===== src/rtl/ascfg_pkg.sv =====
// Purpose: Shared types and constants for the address-space configuration select
// Assumes: Mode codes follow a 5-bit processor mode field
// Notes:   Mode code values are fixed localparams of this package, not overridable
package ascfg_pkg;

  // ----------------------------------------------------------------
  // Widths
  // ----------------------------------------------------------------
  localparam int unsigned NARROW_AW = 26;
  localparam int unsigned WIDE_AW   = 32;
  localparam int unsigned MODE_W    = 5;

  // ----------------------------------------------------------------
  // Mode codes
  // ----------------------------------------------------------------
  localparam logic [MODE_W-1:0] USER_NARROW_MODE       = 5'h00;
  localparam logic [MODE_W-1:0] FAST_IRQ_NARROW_MODE   = 5'h01;
  localparam logic [MODE_W-1:0] IRQ_NARROW_MODE        = 5'h02;
  localparam logic [MODE_W-1:0] SUPERVISOR_NARROW_MODE = 5'h03;
  localparam logic [MODE_W-1:0] NARROW_FAMILY_MASK     = 5'h10;
  localparam logic [MODE_W-1:0] RESET_MODE             = SUPERVISOR_NARROW_MODE;

  // ----------------------------------------------------------------
  // Configuration selection
  // ----------------------------------------------------------------
  typedef enum logic [1:0] {
    ASCFG_NARROW_ALL,
    ASCFG_NARROW_PROG_WIDE_DATA,
    ASCFG_WIDE_ALL,
    ASCFG_UNDEFINED
  } ascfg_sel_t;

  typedef struct packed {
    logic program_space_wide_bit;
    logic data_space_wide_bit;
  } ascfg_ctrl_t;

  typedef struct packed {
    logic [MODE_W-1:0] mode;
    logic              valid;
  } ascfg_mode_req_t;

  typedef struct packed {
    logic addr_exc_en;
    logic narrow_prog;
    logic wide_data;
  } ascfg_gate_t;

endpackage


===== src/rtl/ascfg_decode.sv =====
// Purpose: Decode the two control bits into an address-space configuration
// Assumes: Control bits are synchronous to ref_clk
// Notes:   Purely combinational; the top registers the result
`timescale 1ns/1ns
module ascfg_decode (
  input  wire ascfg_pkg::ascfg_ctrl_t ctrl,   // Control bits
  output      ascfg_pkg::ascfg_sel_t  sel,    // Decoded configuration
  output      ascfg_pkg::ascfg_gate_t gate    // Derived gating terms
);

  always_comb begin
    // RULE7: decode every cycle
    case ({ctrl.program_space_wide_bit, ctrl.data_space_wide_bit})
      2'b00:   sel = ascfg_pkg::ASCFG_NARROW_ALL;
      2'b01:   sel = ascfg_pkg::ASCFG_NARROW_PROG_WIDE_DATA;
      2'b11:   sel = ascfg_pkg::ASCFG_WIDE_ALL;
      default: sel = ascfg_pkg::ASCFG_UNDEFINED;
    endcase
    gate.narrow_prog = ~ctrl.program_space_wide_bit;
    gate.wide_data   = ctrl.data_space_wide_bit;
    // RULE1: narrow data checks
    // RULE3: wide data disables checks
    gate.addr_exc_en = ~ctrl.data_space_wide_bit;
  end

endmodule


===== src/rtl/ascfg_select.sv =====
// Function
// RULE1: Both bits low gives 26-bit program and data space, legacy behaviour.
// RULE2: All-narrow refuses 32-bit modes; exceptions enter the matching 26-bit mode.
// RULE3: Narrow program, wide data: as all-narrow but address exceptions disabled.
// RULE4: Both bits high gives 32-bit space, legacy narrow programs still run.
// RULE5: Software must not set program wide with data narrow.
// RULE6: With narrow program space, only the four narrow modes are usable. Only mode requests are limited; exception entry and the drop just clear bit 4.
// RULE7: Decode bits every cycle; gate address exceptions and mode changes.
//
// Purpose: Address-space configuration select and processor mode guard
// Assumes: Mode requests and exceptions arrive as one-cycle valid pulses
// Notes:   Undefined configuration is treated as wide program, narrow data
`timescale 1ns/1ns
module ascfg_select (
  input  wire                         ref_clk,       // Processor clock
  input  wire                         rst,           // Async reset, active high
  input  wire ascfg_pkg::ascfg_ctrl_t ctrl,          // Control register bits
  input  wire ascfg_pkg::ascfg_mode_req_t mode_req,  // Software mode change
  input  wire ascfg_pkg::ascfg_mode_req_t exc_req,   // Exception entry, target mode; family from config
  input  wire [ascfg_pkg::WIDE_AW-1:0] data_addr,    // Data transfer address
  input  wire                         data_valid,    // Data transfer strobe
  output logic [1:0]                  cfg_sel,       // Registered configuration
  output logic [ascfg_pkg::MODE_W-1:0] cur_mode,     // Current processor mode
  output logic                        mode_refused,  // Mode request refused pulse
  output logic                        addr_exc,      // Address exception pulse
  output logic                        addr_exc_en    // Address checks enabled
);

  // ----------------------------------------------------------------
  // Decode
  // ----------------------------------------------------------------
  ascfg_pkg::ascfg_sel_t  sel;
  ascfg_pkg::ascfg_gate_t gate;

  ascfg_decode u_dec (
    .ctrl (ctrl),
    .sel  (sel),
    .gate (gate)
  );

  // ----------------------------------------------------------------
  // Mode and check state
  // ----------------------------------------------------------------
  logic [1:0]                   sel_q,     sel_d;
  logic [ascfg_pkg::MODE_W-1:0] mode_q,    mode_d;
  logic                         refuse_q,  refuse_d;
  logic                         aexc_q,    aexc_d;
  logic                         aen_q,     aen_d;
  logic                         req_narrow;
  logic [ascfg_pkg::MODE_W-1:0] exc_narrow;
  logic                         hi_bits;

  always_comb begin
    sel_d    = sel;
    mode_d   = mode_q;
    refuse_d = 1'b0;
    aen_d    = gate.addr_exc_en;
    // RULE6: narrow modes only
    req_narrow = ((mode_req.mode & ascfg_pkg::NARROW_FAMILY_MASK) == '0) &&
                 (mode_req.mode <= ascfg_pkg::SUPERVISOR_NARROW_MODE);
    // Exception target folded into the narrow family
    exc_narrow = exc_req.mode & ~ascfg_pkg::NARROW_FAMILY_MASK;
    hi_bits = |data_addr[ascfg_pkg::WIDE_AW-1:ascfg_pkg::NARROW_AW];
    // RULE1: out of 26-bit range trap
    // RULE3: checks gated by data bit
    aexc_d = data_valid && gate.addr_exc_en && hi_bits;
    if (exc_req.valid) begin
      // RULE2: narrow exception entry
      if (gate.narrow_prog) begin
        mode_d = exc_narrow;
      end else begin
        // RULE4: wide family entry
        mode_d = exc_req.mode | ascfg_pkg::NARROW_FAMILY_MASK;
      end
    end else if (aexc_d) begin
      // Address exception enters the narrow supervisor mode, whatever the active family
      mode_d = ascfg_pkg::SUPERVISOR_NARROW_MODE;
    end else if (mode_req.valid) begin
      // RULE2: refuse wide modes
      // RULE7: mode legality gate
      if (gate.narrow_prog && !req_narrow) begin
        refuse_d = 1'b1;
      end else begin
        // RULE4: legacy modes allowed too
        mode_d = mode_req.mode;
      end
    end else if (gate.narrow_prog &&
                 ((mode_q & ascfg_pkg::NARROW_FAMILY_MASK) != '0)) begin
      // RULE6: drop to narrow twin
      // Idle request fields must not keep a wide mode alive
      mode_d = mode_q & ~ascfg_pkg::NARROW_FAMILY_MASK;
    end
  end

  always_ff @(posedge ref_clk or posedge rst) begin
    if (rst) begin
      sel_q    <= 2'h0;
      mode_q   <= ascfg_pkg::RESET_MODE;
      refuse_q <= 1'b0;
      aexc_q   <= 1'b0;
      aen_q    <= 1'b1;
    end else begin
      sel_q    <= sel_d;
      mode_q   <= mode_d;
      refuse_q <= refuse_d;
      aexc_q   <= aexc_d;
      aen_q    <= aen_d;
    end
  end

  assign cfg_sel      = sel_q;
  assign cur_mode     = mode_q;
  assign mode_refused = refuse_q;
  assign addr_exc     = aexc_q;
  assign addr_exc_en  = aen_q;

endmodule


===== config.mk =====
export PLATFORM = sky130hd
export DESIGN_NAME = ascfg_select
export DESIGN_NICKNAME = d
export VERILOG_FILES = /design/src/rtl/ascfg_pkg.sv /design/src/rtl/ascfg_decode.sv /design/src/rtl/ascfg_select.sv
export SDC_FILE = /design/constraint.sdc
export NUM_CORES = 1
export LEC_CHECK = 0
export BUFFER_PORTS_ARGS = -buffer_cell sky130_fd_sc_hd__buf_2
export CORE_ASPECT_RATIO = 1.25
export CORE_MARGIN = 2
export CORE_UTILIZATION = 33
export CTS_CLUSTER_SIZE = 8
export DETAILED_ROUTE_END_ITERATION = 7
export PLACE_DENSITY = 0.89
export SYNTH_ARGS = -nofsm -noshare
export SYNTH_HDL_FRONTEND = slang
export SYNTH_SLANG_ARGS = --single-unit

===== constraint.sdc =====
create_clock -name ref_clk -period 0.8 [get_ports ref_clk]
set_input_delay 0.08 -clock ref_clk [delete_from_list [all_inputs] [get_ports ref_clk]]
set_output_delay 0.08 -clock ref_clk [all_outputs]
set_load 0.05 [all_outputs]

* After elaboration in Yosys (flattened, before gate mapping) *
Cells that the tools add are included.
Widths: inputs -> output; s select.

word-level totals
  output and inout port bits = 10
  register bits after elaboration = 10
  logic and storage cells = 37

operators by class
  eq/ne operators = 4
  order comparisons = 1
  reduce and logical (&&, ||, !) cells = 13
  bitwise operators = 2
  muxes and demuxes = 11

operator list
  cell                number
  $mux 5              6
  $pmux 2 s3          1
  $reduce_or 6->1     1
  $le 5x2->1 const B  1
  $logic_and 1x1->1   5
  $logic_not 5->1     1
  $mux 1              4
  $ne 4x4->1 const B  1
  $reduce_and 2->1    2
  $reduce_bool 4->1   1
  $ne 3x3->1 const B  1
  $reduce_bool 3->1   1
  $eq 2x1->1 const B  1
  $eq 2x2->1 const B  1
  $logic_not 2->1     1
  $not 1->1           2
  $logic_not 1->1     1

* Logic depth before layout (Yosys ltp) *
  depth after elaboration = 8
  gate-level depth with buffers = 5
  gate-level depth less buffers = 4

* Modules after synthesis *
Synthesis repeated with hierarchy kept, for this count alone.

unflattened totals
  cell total of the unflattened synthesis = 43
  area total of the unflattened synthesis = 500.5 um2

modules (own cells, without submodules)
  module        seq. area each (um2)  area an instance (um2)  cells each  times used
  ascfg_select  254.0                 450.4                   36          1
  ascfg_decode  0.0                   50.0                    7           1

* Least setup slack after synthesis *
OpenSTA, ideal clock, no wires.

  path type = in2reg
  start point = input data_addr[27] (netlist bit)
  end point = register mode_q (netlist bit cur_mode[2])
  setup slack = -543 ps
  data arrival time = 1,218 ps
  stages = 5
  buffers on the path = 1
  library setup time = 125 ps
  cell sequence = nor4_4 a21oi_2 or3_1 buf_6 mux2_4

between the ends
  cells in the longest elaborated chain, start to end = 4
  elaborated cells on any way between the ends = 7

ends and longest elaborated chain
  element                                                      RTL line             text
  from (decl)                                                  ascfg_select.sv:20   input wire [ascfg_pkg::WIDE_AW-1:0] data_addr,
  $reduce_or 6->1 (*)                                          ascfg_select.sv:63   hi_bits = |data_addr[ascfg_pkg::WIDE_AW-1:ascfg_pkg::NARROW_AW];
  $logic_and 1x1->1 (*)                                        ascfg_select.sv:66   aexc_d = data_valid && gate.addr_exc_en && hi_bits;
  named net aexc_d                                             ascfg_select.sv:47   logic aexc_q, aexc_d;
  $ne 3x3->1 (no line) (tied with other cells)                 -
  $reduce_and 2->1 (no line) / $mux 5 (equally long branches)  -
  to (signal assigned)                                         ascfg_select.sv:98   mode_q <= ascfg_pkg::RESET_MODE;
  to (signal assigned)                                         ascfg_select.sv:104  mode_q <= mode_d;
  to (decl)                                                    ascfg_select.sv:45   logic [ascfg_pkg::MODE_W-1:0] mode_q, mode_d;

Mark *: on every way through the listed nets, which the timed path passes. The rest lies on a longest branch.
A chain may end at the register's enable or synchronous reset.

* Worst setup path in the final report *
Ends and elaborated chain as after synthesis.

==> results.txt <==
----------------------------------------------------
[GRT]
  Overall track demand over capacity in global routing ... 0.168
  Number of antenna violations at the first check in global routing ... 0
  Via count of the first global-routing pass ... about 530
  Total congestion overflow after global routing ... 0
  First-pass GRT wire length ... 2110 um
  Largest net degree at the start of global routing ... 11

[Floorplanning]
  Core region area ... 1540 um^2
  Die span in x ... 40.0 um
  Vert. Die Dim ... around 49 um
  Num ports ... 59
  Row Count ... 16
  Starting density of the core ... 0.347
  Area enclosed by the die boundary ... 1960 um^2

[Clock tree]
  Clock sink count ... 10
  TritonCTS clock tree ... yes
  Maximum level of the CTS H-tree ... 1
  Worst-path clk slew ... roughly 0.060 ns
  Root buffer cell ... sky130_fd_sc_hd__clkbuf_4
  Insertion delay of the later-clocked pin in the worst-skew pair ... 0.26 ns
  Inserted Clock Buffers ... 3
  Clk buf depth ... 2

[Synthesis]
  Cells after synthesis ... 44
  Largest family of logic cells by synthesized area ... simple AND/OR/NAND/NOR gates
  Ys Warns ... 0
  Library cell occupying the most area in the post-synthesis netlist ... sky130_fd_sc_hd__dfrtp_1
  Total nets after synthesis ... 95
  Adder-cell area share of the yosys netlist ... 0.0467
  Register area share after synthesis ... 0.474
  Post-synthesis share of cell area spent on xor and xnor gates ... 0
  Distinct cell type count of the synthesized netlist ... 25
  Area fraction in and, or, nand and nor cells after synthesis ... 0.187
  Number of register bits inferred by synthesis ... 10
  Netlist Area Pre-Place ... 536 um^2
  Post-synthesis compound-gate area fraction ... 0.138
  Biggest area contributors in the synthesized netlist ... sky130_fd_sc_hd__dfrtp_1 33%, sky130_fd_sc_hd__dfstp_2 15%, sky130_fd_sc_hd__mux2_4 11%, sky130_fd_sc_hd__ha_1 4.7%, sky130_fd_sc_hd__nor4_4 4.0%
  Average footprint of a synthesized cell ... approximately 12 um^2
  Share of the synthesized area in the top cell type ... 0.327
  Post-synthesis mux area share ... 0.112

[Layout]
  Fraction of final layout cells sized beyond drive strength 1 ... 0.698
  End-of-flow core utilization ... 0.636
  Antenna diodes ... 0
  Fill cell instance count of the final layout ... 127
  Layout area overhead ... 82.9%
  # nets final ... 148
  Final cell count without fillers ... 114

[Pwr]
  Static Leak ... 0.506 nW
  Pwr Density ... between 1500 and 2000 nW/um^2
  Largest voltage drop on the vdd net ... 0.749 mV

[Setup path]
  Worst reg2reg path depth ... 3
  Startpoint type of the worst setup path ... primary input
  Type of the setup path with the least slack ... primary input to flip-flop
  Source of the worst register-to-register timing path ... cur_mode[1]
  Required arrival time at the worst endpoint ... ~0.95 ns
  Critical Path End Type ... flip-flop
  Critical path peak fanout ... 5
  R2R setup slack ... -0.15 ns
  Arr. time, crit path ... around 1.3 ns
  Crit Reg-Reg Endpoint ... cur_mode[1]

[Placement]
  Placer's final routability congestion estimate ... 0.789
  HPWL after DPL ... 1070 um
  Number of input and output port buffers inserted ... 31
  Total placed cells including tap cells ... 104

[Drt]
  Final routed wire length divided by cell count ... 12.1 um
  DRC errors left ... 0
  1st-iter DRT viols ... 12
  Count of vias placed by the detailed router ... 554
  Vias per cell ... 4.86
  Routed wire length ... 1380 um
  Post-DRT Antenna Nets ... 0
  DR pass1 iterations ... 4

[Timing]
  Setup repair after global routing missed its margin ... yes
  Finish-stage setup viols ... 16
  Number of pins with negative max-slew slack in the final report ... 0
  Worst Slack Setup Final ... -0.336 ns
  Final worst-path cycle share ... 1.42
  Layout Skew ... 0 ns
  Final Critical Period ... approximately 1.1 ns
  Measured slew at the worst slew-check pin ... 0.457 ns
  Relative max-transition margin ... 0.693
  Maximum clock frequency ... 0.880 GHz
  Count of final hold-check violations ... 0
  Total negative setup slack ... -2.81 ns

[Run status]
  Result of the run ... finished with violations
  Violations in the final reports ... negative setup slack

[Min path]
  Min-Delay Endpoint ... mode_refused
  Hold WC Path Type ... primary input to flip-flop
  Hold Path Stages ... 3
  Origin of the worst min-delay path ... ctrl[1]

[Job]
  Number of max-cap violations ... 0

----------------------------------------------------
[worst max-delay path, stage by stage]
cell                      delay, ns
sky130_fd_sc_hd__buf_6         0.10
sky130_fd_sc_hd__nor4_4        0.30
sky130_fd_sc_hd__a21oi_2       0.10
sky130_fd_sc_hd__or3_4         0.39
sky130_fd_sc_hd__mux2_4        0.31
[power by group]
group          switching (mW)  internal (mW)
clock network           0.159          0.192
registers              0.0332          0.566
logic                   0.307          0.308
total                   0.499           1.07
[state kept, by name, summed over array words and instances (netlist names)]
signal and count:
cur_mode 5, cfg_sel 2, addr_exc 1, addr_exc_en 1, mode_refused 1
[worst max-delay path by stage]
stage	end	depth (start not counted)	from
3_5_place_dp	cur_mode[3]	5	data_addr[27]
6_report	cur_mode[2]	5	data_addr[27]
4_1_cts	cur_mode[2]	5	data_addr[27]
2_1_floorplan	cur_mode[2]	5	data_addr[27]
5_1_grt	cur_mode[2]	5	mode_req[4]
3_3_place_gp	cur_mode[3]	5	data_addr[27]
[per-stage QoR]
stage / hold slack [ns] / cell area, um^2 / setup WS, ns / power, mW
floorplan: -0.0820 / 536 / -0.538 / 0.892
global placement: 0.0402 / 792 / -0.652 / 1.06
detailed placement: 0.0562 / 792 / -0.699 / 1.08
CTS: 0.121 / 948 / -0.299 / 1.55
global route: 0.142 / 980 / -0.364 / 1.65
finish: 0.136 / 980 / -0.336 / 1.57
[Yosys cell counts, drive strengths merged]
master  count
a21oi       1
nor3b       1
o22a        1
and3b       1
o21bai      1
dfstp       3
o21a        1
a211oi      1
dfrtp       7
o21ai       1
buf         1
nor3        1
or3         1
a221o       2
o31ai       1
nor4        1
nor2        2
mux2        4
nor4b       1
inv         3
nand2b      1
nand2       4
or2         1
nor2b       1
ha          2
[metal layers]
metal  part of all wire  up-vias  track usage
met2               0.58       27        0.274
met1               0.32      259        0.162
li1                   -      263            -
met4              0.040        0        0.155
met3              0.065        5       0.0274
met5                  0        -            0
[cells in the final DEF (no fill, tap or decap), drive strengths merged, types with 2 or more instances in the layout]
master	count
a221o	2
clkbuf	4
dfstp	3
dfrtp	7
inv	3
nor2	2
buf	48
mux2	4
ha	2
nand2	4
[cells by family after synthesis]
| logic type | Yosys count |
|---|---|
| adders and majority gates | 2 |
| DFF | 10 |
| and+or+nand+nor | 15 |
| buffers and inverters | 4 |
| muxes | 4 |
| AOI/OAI and AO/OA | 9 |
[area by class of cell]
cell class	count	area (um^2)	area share
timing repair buffer	49	379	0.387
multi-input combinational	30	287	0.292
sequential	10	254	0.259
clock buffer	4	26.3	0.0268
tap	18	22.5	0.0230
inverter	3	11.3	0.0115
[repair_timing]
item                       4_1_cts  5_1_grt
setup endpoints to repair       16       16
gates resized for setup         27        3
buffers inserted                 4        2
hold endpoints to repair         7        0
hold buffers                     1        0
pin swaps                        1        1
gates cloned                     0        0
(Power assumes the default switching activity.)
